[src/mfp_regs.vh]
`ifndef MFP_REGS_VH
`define MFP_REGS_VH

// register indices; byte address is four times the index
`define MFP_IDX_MODIFIER_LO 14'h0100
`define MFP_IDX_MODIFIER_HI 14'h0101
`define MFP_IDX_MODE_BASE 14'h0102
`define MFP_IDX_DRIVE 14'h0109
`define MFP_IDX_MASK_BASE 14'h010c
`define MFP_IDX_CODE_BASE 14'h0182
`define MFP_IDX_GROUP_CLEAR 14'h2005
`define MFP_IDX_CLEAR_BASE 14'h2006
`define MFP_IDX_STATUS_BASE 14'h300b

// bank and pin sizes
`define MFP_BANK_BYTES 20
`define MFP_PIN_COUNT 7

// field positions
`define MFP_MODE_ROLE_BIT 7
`define MFP_GCLR_ALL_BIT 0
`define MFP_GCLR_COMMON_BIT 1
`define MFP_GCLR_LOOP0_BIT 2
`define MFP_GCLR_LOOP1_BIT 3

// control function codes
`define MFP_CTRL_IO_UPDATE 8'h01
`define MFP_CTRL_CLR_ALL 8'h20
`define MFP_CTRL_CLR_COMMON 8'h21
`define MFP_CTRL_CLR_LOOP0 8'h22
`define MFP_CTRL_CLR_LOOP1 8'h23

// status function codes
`define MFP_STAT_ANY 8'h00
`define MFP_STAT_COMMON 8'h01
`define MFP_STAT_LOOP0 8'h02
`define MFP_STAT_LOOP1 8'h03

// status modifier codes
`define MFP_SMOD_CMOS_HIGH 2'h0
`define MFP_SMOD_CMOS_LOW 2'h1
`define MFP_SMOD_OD_HIGH 2'h2
`define MFP_SMOD_OD_LOW 2'h3

// default group byte ranges inside the status bank
`define MFP_LOOP0_FIRST_BYTE 8
`define MFP_LOOP0_LAST_BYTE 13
`define MFP_LOOP1_FIRST_BYTE 14
`define MFP_LOOP1_LAST_BYTE 19

// reset values
`define MFP_RST_BYTE 8'h00

`endif

[src/mfp_irq_logic.v]
`include "mfp_regs.vh"

// Contract
// - code 00: status pin drives active high
// - code 01: status pin drives active low
// - code 10: float idle, drive high asserted
// - code 11: float idle, drive low asserted
// - one weak-drive bit per pin, default normal
// - control code 00: plain AND term
// - control code 01: inverted AND term
// - control code 10: plain OR term
// - control code 11: inverted OR term
// - OR terms first, then AND with rest
// - single pin passes level or inverted level
// - function code 0x01 drives IO update
// - any-event plus three group outputs
// - loop0, loop1 and common event groups
// - unmasked event latches its status bit
// - mask per status bit, reset blocks
// - event seen while masked is dropped, not held pending
// - self-clearing clear bit per status bit
// - group output holds until sources cleared
// - group clear: all, common, loop0, loop1
// - control pin may clear an event group
// - status, mask, clear banks of twenty bytes
// - two-bit modifiers, four pins per byte
// - mode bit 7 selects control or status
// - eight-bit function code per pin
module mfp_irq_logic #(
  parameter NUM_BYTES = `MFP_BANK_BYTES,
  parameter LOOP0_FIRST = `MFP_LOOP0_FIRST_BYTE,
  parameter LOOP0_LAST = `MFP_LOOP0_LAST_BYTE,
  parameter LOOP1_FIRST = `MFP_LOOP1_FIRST_BYTE,
  parameter LOOP1_LAST = `MFP_LOOP1_LAST_BYTE
) (
  input wire clk,
  input wire sys_rst,
  input wire psel,
  input wire penable,
  input wire pwrite,
  input wire [15:0] paddr,
  input wire [31:0] pwdata,
  output reg [31:0] prdata,
  output reg pready,
  output reg pslverr,
  input wire [NUM_BYTES*8-1:0] evtIn,
  input wire [6:0] pinIn,
  output reg [6:0] pinOut,
  output reg [6:0] pinOe,
  output reg [6:0] pinWeak,
  output reg irqAny,
  output reg irqCommon,
  output reg irqLoop0,
  output reg irqLoop1,
  output reg ioUpdate
);

  localparam NEVT = NUM_BYTES * 8;

  ////////////////////////////////////////////////////////////////////////////
  // state
  reg [NEVT-1:0] status_r;
  reg [NEVT-1:0] mask_r;
  reg [NEVT-1:0] clear_r;
  reg [13:0] modifier_r;
  reg [6:0] role_r;
  reg [6:0] weak_r;
  reg [7:0] code_r [0:6];
  reg [3:0] groupClr_r;
  reg [6:0] pinSync1_r;
  reg [6:0] pinSync2_r;
  reg ioCtrl_r;
  reg [NEVT-1:0] status_nxt;
  reg [NEVT-1:0] clearVec;
  reg [7:0] rdByte;
  reg hit;
  reg [55:0] codeFlat;
  reg [6:0] outNxt;
  reg [6:0] oeNxt;
  reg stAsserted;
  integer p;
  integer cf;
  integer rp;

  wire [NEVT-1:0] loop0Map;
  wire [NEVT-1:0] loop1Map;
  wire [NEVT-1:0] commonMap;
  wire [13:0] idx = paddr[15:2];
  wire aligned = (paddr[1:0] == 2'h0);
  wire access = psel & penable & pready;
  wire wrEn = access & pwrite;
  wire [13:0] statOff = idx - `MFP_IDX_STATUS_BASE;
  wire [13:0] maskOff = idx - `MFP_IDX_MASK_BASE;
  wire [13:0] clrOff = idx - `MFP_IDX_CLEAR_BASE;
  wire [13:0] modeOff = idx - `MFP_IDX_MODE_BASE;
  wire [13:0] codeOff = idx - `MFP_IDX_CODE_BASE;
  wire inStat = aligned && (idx >= `MFP_IDX_STATUS_BASE) && (statOff < NUM_BYTES);
  wire inMask = aligned && (idx >= `MFP_IDX_MASK_BASE) && (maskOff < NUM_BYTES);
  wire inClr = aligned && (idx >= `MFP_IDX_CLEAR_BASE) && (clrOff < NUM_BYTES);
  wire inMode = aligned && (idx >= `MFP_IDX_MODE_BASE) && (modeOff < `MFP_PIN_COUNT);
  wire inCode = aligned && (idx >= `MFP_IDX_CODE_BASE) && (codeOff < `MFP_PIN_COUNT);
  wire [4:0] statK = statOff[4:0];
  wire [4:0] maskK = maskOff[4:0];
  wire [4:0] clrK = clrOff[4:0];
  wire [2:0] modeK = modeOff[2:0];
  wire [2:0] codeK = codeOff[2:0];

  ////////////////////////////////////////////////////////////////////////////
  // event group maps by byte range
  genvar g;
  generate
    for (g = 0; g < NEVT; g = g + 1) begin : grpMap
      assign loop0Map[g] = (g / 8 >= LOOP0_FIRST) && (g / 8 <= LOOP0_LAST);
      assign loop1Map[g] = (g / 8 >= LOOP1_FIRST) && (g / 8 <= LOOP1_LAST);
      assign commonMap[g] = ~loop0Map[g] & ~loop1Map[g];
    end
  endgenerate

  ////////////////////////////////////////////////////////////////////////////
  // combine control pins assigned to one function
  function ctrlEval;
    input [55:0] codes;
    input [13:0] mods;
    input [6:0] roles;
    input [6:0] lvl;
    input [7:0] target;
    integer i;
    reg anyPin;
    reg orSeen;
    reg orRes;
    reg andRes;
    reg term;
    begin
      anyPin = 1'b0;
      orSeen = 1'b0;
      orRes = 1'b0;
      andRes = 1'b1;
      for (i = 0; i < 7; i = i + 1) begin
        if (!roles[i] && codes[i*8 +: 8] == target) begin
          anyPin = 1'b1;
          term = lvl[i] ^ mods[2*i];
          if (mods[2*i+1]) begin
            orSeen = 1'b1;
            orRes = orRes | term;
          end else begin
            andRes = andRes & term;
          end
        end
      end
      ctrlEval = anyPin & andRes & (orRes | ~orSeen);
    end
  endfunction

  ////////////////////////////////////////////////////////////////////////////
  // flatten codes for the combiner
  always @* begin
    for (cf = 0; cf < 7; cf = cf + 1) begin
      codeFlat[cf*8 +: 8] = code_r[cf];
    end
  end

  wire pinClrAll = ctrlEval(codeFlat, modifier_r, role_r, pinSync2_r, `MFP_CTRL_CLR_ALL);
  wire pinClrCom = ctrlEval(codeFlat, modifier_r, role_r, pinSync2_r, `MFP_CTRL_CLR_COMMON);
  wire pinClrL0 = ctrlEval(codeFlat, modifier_r, role_r, pinSync2_r, `MFP_CTRL_CLR_LOOP0);
  wire pinClrL1 = ctrlEval(codeFlat, modifier_r, role_r, pinSync2_r, `MFP_CTRL_CLR_LOOP1);
  wire ioCtrl = ctrlEval(codeFlat, modifier_r, role_r, pinSync2_r, `MFP_CTRL_IO_UPDATE);
  wire gWrite = wrEn && aligned && (idx == `MFP_IDX_GROUP_CLEAR);
  wire gAll = (gWrite & pwdata[`MFP_GCLR_ALL_BIT]) | pinClrAll;
  wire gCom = (gWrite & pwdata[`MFP_GCLR_COMMON_BIT]) | pinClrCom;
  wire gL0 = (gWrite & pwdata[`MFP_GCLR_LOOP0_BIT]) | pinClrL0;
  wire gL1 = (gWrite & pwdata[`MFP_GCLR_LOOP1_BIT]) | pinClrL1;

  ////////////////////////////////////////////////////////////////////////////
  // status next value: set wins over clear
  always @* begin
    clearVec = {NEVT{gAll}} | ({NEVT{gCom}} & commonMap);
    clearVec = clearVec | ({NEVT{gL0}} & loop0Map) | ({NEVT{gL1}} & loop1Map);
    if (wrEn && inClr) begin
      clearVec[clrK*8 +: 8] = clearVec[clrK*8 +: 8] | pwdata[7:0];
    end
    status_nxt = (status_r & ~clearVec) | (evtIn & mask_r);
  end

  ////////////////////////////////////////////////////////////////////////////
  // read decode
  always @* begin
    rdByte = 8'h00;
    hit = 1'b1;
    if (inStat) begin
      rdByte = status_r[statK*8 +: 8];
    end else if (inMask) begin
      rdByte = mask_r[maskK*8 +: 8];
    end else if (inClr) begin
      rdByte = clear_r[clrK*8 +: 8];
    end else if (inMode) begin
      rdByte = {role_r[modeK], 7'h00};
    end else if (inCode) begin
      rdByte = code_r[codeK];
    end else if (aligned && idx == `MFP_IDX_MODIFIER_LO) begin
      rdByte = modifier_r[7:0];
    end else if (aligned && idx == `MFP_IDX_MODIFIER_HI) begin
      rdByte = {2'h0, modifier_r[13:8]};
    end else if (aligned && idx == `MFP_IDX_DRIVE) begin
      rdByte = {1'b0, weak_r};
    end else if (aligned && idx == `MFP_IDX_GROUP_CLEAR) begin
      rdByte = {4'h0, groupClr_r};
    end else begin
      hit = 1'b0;
    end
  end

  ////////////////////////////////////////////////////////////////////////////
  // apb slave: one wait state, registered answer
  always @(posedge clk) begin
    if (sys_rst) begin
      pready <= 1'b0;
      pslverr <= 1'b0;
      prdata <= 32'h0000_0000;
    end else begin
      pready <= psel & penable & ~pready;
      if (psel & penable & ~pready) begin
        pslverr <= ~hit;
        prdata <= pwrite ? 32'h0000_0000 : {24'h00_0000, rdByte};
      end else begin
        pslverr <= 1'b0;
      end
    end
  end

  ////////////////////////////////////////////////////////////////////////////
  // configuration registers
  always @(posedge clk) begin
    if (sys_rst) begin
      mask_r <= {NEVT{1'b0}};
      modifier_r <= 14'h0000;
      role_r <= 7'h00;
      weak_r <= 7'h00;
      for (rp = 0; rp < 7; rp = rp + 1) begin
        code_r[rp] <= `MFP_RST_BYTE;
      end
    end else if (wrEn) begin
      if (inMask) begin
        mask_r[maskK*8 +: 8] <= pwdata[7:0];
      end
      if (inMode) begin
        role_r[modeK] <= pwdata[`MFP_MODE_ROLE_BIT];
      end
      if (inCode) begin
        code_r[codeK] <= pwdata[7:0];
      end
      if (aligned && idx == `MFP_IDX_MODIFIER_LO) begin
        modifier_r[7:0] <= pwdata[7:0];
      end
      if (aligned && idx == `MFP_IDX_MODIFIER_HI) begin
        modifier_r[13:8] <= pwdata[5:0];
      end
      if (aligned && idx == `MFP_IDX_DRIVE) begin
        weak_r <= pwdata[6:0];
      end
    end
  end

  ////////////////////////////////////////////////////////////////////////////
  // status bank and self-clearing clear bits
  always @(posedge clk) begin
    if (sys_rst) begin
      status_r <= {NEVT{1'b0}};
      clear_r <= {NEVT{1'b0}};
      groupClr_r <= 4'h0;
    end else begin
      status_r <= status_nxt;
      clear_r <= {NEVT{1'b0}};
      if (wrEn && inClr) begin
        clear_r[clrK*8 +: 8] <= pwdata[7:0];
      end
      groupClr_r <= gWrite ? pwdata[3:0] : 4'h0;
    end
  end

  ////////////////////////////////////////////////////////////////////////////
  // aggregate interrupt outputs
  always @(posedge clk) begin
    if (sys_rst) begin
      irqAny <= 1'b0;
      irqCommon <= 1'b0;
      irqLoop0 <= 1'b0;
      irqLoop1 <= 1'b0;
    end else begin
      irqAny <= |status_r;
      irqCommon <= |(status_r & commonMap);
      irqLoop0 <= |(status_r & loop0Map);
      irqLoop1 <= |(status_r & loop1Map);
    end
  end

  ////////////////////////////////////////////////////////////////////////////
  // control pin synchronizer and io update edge
  always @(posedge clk) begin
    if (sys_rst) begin
      pinSync1_r <= 7'h00;
      pinSync2_r <= 7'h00;
      ioCtrl_r <= 1'b0;
      ioUpdate <= 1'b0;
    end else begin
      pinSync1_r <= pinIn;
      pinSync2_r <= pinSync1_r;
      ioCtrl_r <= ioCtrl;
      ioUpdate <= ioCtrl & ~ioCtrl_r;
    end
  end

  ////////////////////////////////////////////////////////////////////////////
  // status pin drivers
  always @* begin
    outNxt = 7'h00;
    oeNxt = 7'h00;
    stAsserted = 1'b0;
    for (p = 0; p < 7; p = p + 1) begin
      case (code_r[p])
        `MFP_STAT_ANY: stAsserted = irqAny;
        `MFP_STAT_COMMON: stAsserted = irqCommon;
        `MFP_STAT_LOOP0: stAsserted = irqLoop0;
        `MFP_STAT_LOOP1: stAsserted = irqLoop1;
        default: stAsserted = 1'b0;
      endcase
      if (role_r[p]) begin
        case (modifier_r[2*p +: 2])
          `MFP_SMOD_CMOS_HIGH: begin
            outNxt[p] = stAsserted;
            oeNxt[p] = 1'b1;
          end
          `MFP_SMOD_CMOS_LOW: begin
            outNxt[p] = ~stAsserted;
            oeNxt[p] = 1'b1;
          end
          `MFP_SMOD_OD_HIGH: begin
            outNxt[p] = 1'b1;
            oeNxt[p] = stAsserted;
          end
          default: begin
            outNxt[p] = 1'b0;
            oeNxt[p] = stAsserted;
          end
        endcase
      end
    end
  end

  // registered pin outputs
  always @(posedge clk) begin
    if (sys_rst) begin
      pinOut <= 7'h00;
      pinOe <= 7'h00;
      pinWeak <= 7'h00;
    end else begin
      pinOut <= outNxt;
      pinOe <= oeNxt;
      pinWeak <= weak_r;
    end
  end

endmodule

[config.mk]
export PLATFORM = sky130hd
export DESIGN_NAME = mfp_irq_logic
export DESIGN_NICKNAME = d
export VERILOG_FILES = /design/src/mfp_irq_logic.v
export VERILOG_INCLUDE_DIRS = /design/src
export SDC_FILE = /design/constraint.sdc
export NUM_CORES = 2
export LEC_CHECK = 0
export BUFFER_PORTS_ARGS = -buffer_cell sky130_fd_sc_hd__buf_2
export CORE_MARGIN = 4
export CORE_UTILIZATION = 54
export DETAILED_ROUTE_END_ITERATION = 6
export GPL_ROUTABILITY_DRIVEN = 0
export HOLD_SLACK_MARGIN = 0.02
export PLACE_DENSITY = 0.76
export SLEW_MARGIN = 20
export SYNTH_ARGS = -nofsm -noshare
export SYNTH_HDL_FRONTEND = slang
export SYNTH_SLANG_ARGS = --single-unit
[constraint.sdc]
create_clock -name clk -period 5.5 [get_ports clk]
set_input_delay 1.375 -clock clk [delete_from_list [all_inputs] [get_ports clk]]
set_output_delay 1.375 -clock clk [all_outputs]
set_load 0.03 [all_outputs]
==> impl_metrics.yaml <==
sta:
  max_freq_mhz: 213.0
  fin_worst_skew_ns: 0.02719
  rsz0062_at_grt: "no"
  worst_pin_slew_ns: 1.186
  fin_crit_sh: 0.8534
  slew_violations: 0
  setup-violations-final: 0
  relSlewSlack: 0.2034
  setup_tns_ns: 0
  period_needed_ns: 4.694
  hold_viol: 0
route:
  vias: 30640
  first_pass_iters: 7
  postRouteWirelength_um: 123800
  first_iter_violations: 5765
  ant_nets: 0
  wl_per_cell_um: 28.42
  vias_per_cell: 7.036
  drt_drc_violations_left: 23
synthesis:
  syn_inst: 3354
  synth_area_leaders: "dfxtp_1 37%, mux4_2 12%, edfxtp_1 5.4%"
  synth_enable_flop_cells: 56
  postSynthAreaPerCell_um2: 9.277
  synth_cell_types: 89
  synth-seq-area-share: 0.4214
  postSynth.asyncResetShare: 0
  yosys_register_bits: 627
  yosys.area.top_type: "dfxtp_1"
  synthesis.area_um2: 31110
  synth-main-ff-cell: "dfxtp_1"
  yosysWarnings: 0
  synth_top_cell_area_share: 0.3674
global_route:
  grt_pass1_wl_um: 179500
  grt_max_degree: 106
  grt_antenna_before_repair: 10
  grt_pass1_vias: 27840
  track_usage: 0.3902
  grt_overflow: 0
worst_setup_path:
  cp.required_ns: 6.02
  ff2ff_setup_slack_ns: 0.82
  endpoint_kind: "register"
  timing.rr.end: "status_r[42]$_SDFF_PP0_"
  critPathLaunchType: "input pin"
  cp_data_arrival_time_ns: 5.22
  critPathKind: "in -> reg"
  rr_worst_depth: 9
  cp_max_fo: 30
  rr_startpoint: "code_r[0][1]$_SDFFCE_PN0P_"
finish:
  mostFrequentLayoutCells: "571 x dfxtp_1, 392 x nand2_1, 345 x nor2_1"
  final-seq-area_um2: 13110
  syn_to_final_growth_pct: 13.65
  final_nets: 3782
  fill_cells: 4590
  drive_above_1_share: 0.1875
  final_common_cell: "dfxtp_1"
  multi_input_area_um2: 16810
run_status:
  violations: "DRC"
  status: "finished, violations left"
place:
  portBuffers: 231
  hpwl_um: 88650
cts:
  htree_num_levels: 3
  postCtsSetupBuffers: 0
  root_buffer: "clkbuf_16"
  cts_buffer_depth: 3
  cts.sinks: 627
  cts_buffers: 67
  clk_pin_slew_worst_paths_ns: 0.06
  cts_resized: 0
  postCtsHoldBufs: 0
  clk_latency_ns: 0.64
  cts_tree: "done"
floorplan:
  start_util: 0.5486
  rows: 87
  fp.coreArea_um2: 56710
  io_pins: 280
  fp.dieH_um: 248.0
  die_w_um: 248.0
  fp.dieArea_um2: 61520
hold_path:
  hold_path_class: "reg -> reg"
  hold_path_depth: 1
  worstHoldEndpoint: "ioUpdate$_SDFF_PP0_"
  hold_start: "ioCtrl_r$_SDFF_PP0_"
flow_run:
  cap_violations: 0
power_and_ir_drop:
  p_per_area_nw_per_um2: 292.6
  p_leak_nw: 12.83
  irDropWorstVdd_uv: 229.0
  total_power_mw: 10.35
[power breakdown]
part	switching, mW	total (mW)	internal [mW]
logic	0.704	0.963	0.258
clock network	1.94	4.74	2.81
registers	0.0211	4.64	4.62
[state kept, by name, indices dropped and copies added (netlist names), 4 cells and up]
| name | cells |
|---|---|
| clear_r | 160 |
| mask_r | 160 |
| status_r | 160 |
| code_r | 64 |
| modifier_r | 14 |
| prdata | 8 |
| pinOe | 7 |
| pinOut | 7 |
| pinSync1_r | 7 |
| pinSync2_r | 7 |
| pinWeak | 7 |
| role_r | 7 |
| weak_r | 7 |
| groupClr_r | 4 |
[area by class of cell]
class,count,area share
Timing Repair Buffer,326,0.05491
Multi-Input combinational cell,2451,0.4753
Tap cell,756,0.02675
Sequential cell,627,0.3708
Inverter,68,0.007253
Clock buffer,95,0.05498
Antenna cell,9,0.0006369
Clock inverter,23,0.009341
[per-layer routing]
metal	vias up	GRT usage	wire [um]
met4	10	0.2056	8743
met1	14400	0.5169	43640
met5	-	0	97
li1	12810	-	-
met2	2853	0.5487	49890
met3	575	0.1572	21390
[logic make-up (layout without fill, tap and decap cells)]
family                     after synthesis  after routing  synth area share
xor gates and xnor gates                35             35           0.01033
buffers and inverters                  299            512           0.04230
other                                    1             33         0.0001205
AOI/OAI and AO/OA                      771            771            0.1589
adders and majority gates               21             21          0.008445
muxes                                  228            228            0.1404
and+or+nand+nor                       1372           1372            0.2180
DFF                                    627            627            0.4214
[worst max-delay path, stage by stage]
cell	delay, ns
buf_2	0.15
inv_1	0.12
ha_1	0.26
a21oi_1	0.26
xor2_2	0.19
inv_1	0.07
buf_4	0.16
ha_1	0.28
inv_1	0.15
a31oi_1	0.19
buf_4	0.18
nor4b_4	0.19
buf_4	0.44
nand2_1	0.10
a21oi_1	0.71
nand2_1	0.16
a22oi_1	0.21
[metrics by stage]
stage	hold slack [ns]	cells	utilization	worst slack [ns]	cell area, um^2
floorplan	0.3674	3377	-	0.07333	31200
global placement	0.3724	4228	0.5826	0.4260	33040
detailed placement	0.3836	4228	0.5826	0.3699	33040
CTS	0.3913	4346	0.6227	0.9853	35320
global route	0.4033	4350	0.6233	0.5868	35350
finish	0.3893	4355	0.6235	0.8062	35360
[cell usage after synthesis, types with 17 or more instances]
cell	n
a211oi_1	62
a21oi_1	276
a22oi_1	93
a31oi_1	73
a32oi_1	21
and2_1	46
and3_1	103
buf_2	35
buf_4	28
clkbuf_1	147
dfxtp_1	571
edfxtp_1	56
ha_1	21
inv_1	65
mux2i_1	54
mux4_2	166
nand2_1	392
nand2b_1	17
nand3_1	132
nand4_1	50
nor2_1	345
nor2b_1	54
nor3_1	50
nor4_1	67
o21ai_0	92
o21ai_1	23
o22ai_1	26
or3_1	17
xor2_1	17
[worst max path at each step]
stage / startpoint / endpoint / slack, ns / depth (start not counted)
2_1_floorplan: paddr[3] / status_r[132]$_SDFF_PP0_ / 0.07 / 19
3_3_place_gp: paddr[2] / status_r[147]$_SDFF_PP0_ / 0.43 / 8
4_1_cts: paddr[5] / status_r[128]$_SDFF_PP0_ / 0.99 / 17
3_5_place_dp: paddr[2] / status_r[146]$_SDFF_PP0_ / 0.37 / 8
5_1_grt: paddr[5] / status_r[34]$_SDFF_PP0_ / 0.59 / 17
6_report: paddr[5] / status_r[34]$_SDFF_PP0_ / 0.81 / 17
Note: power is estimated with default switching activity, not from simulation.
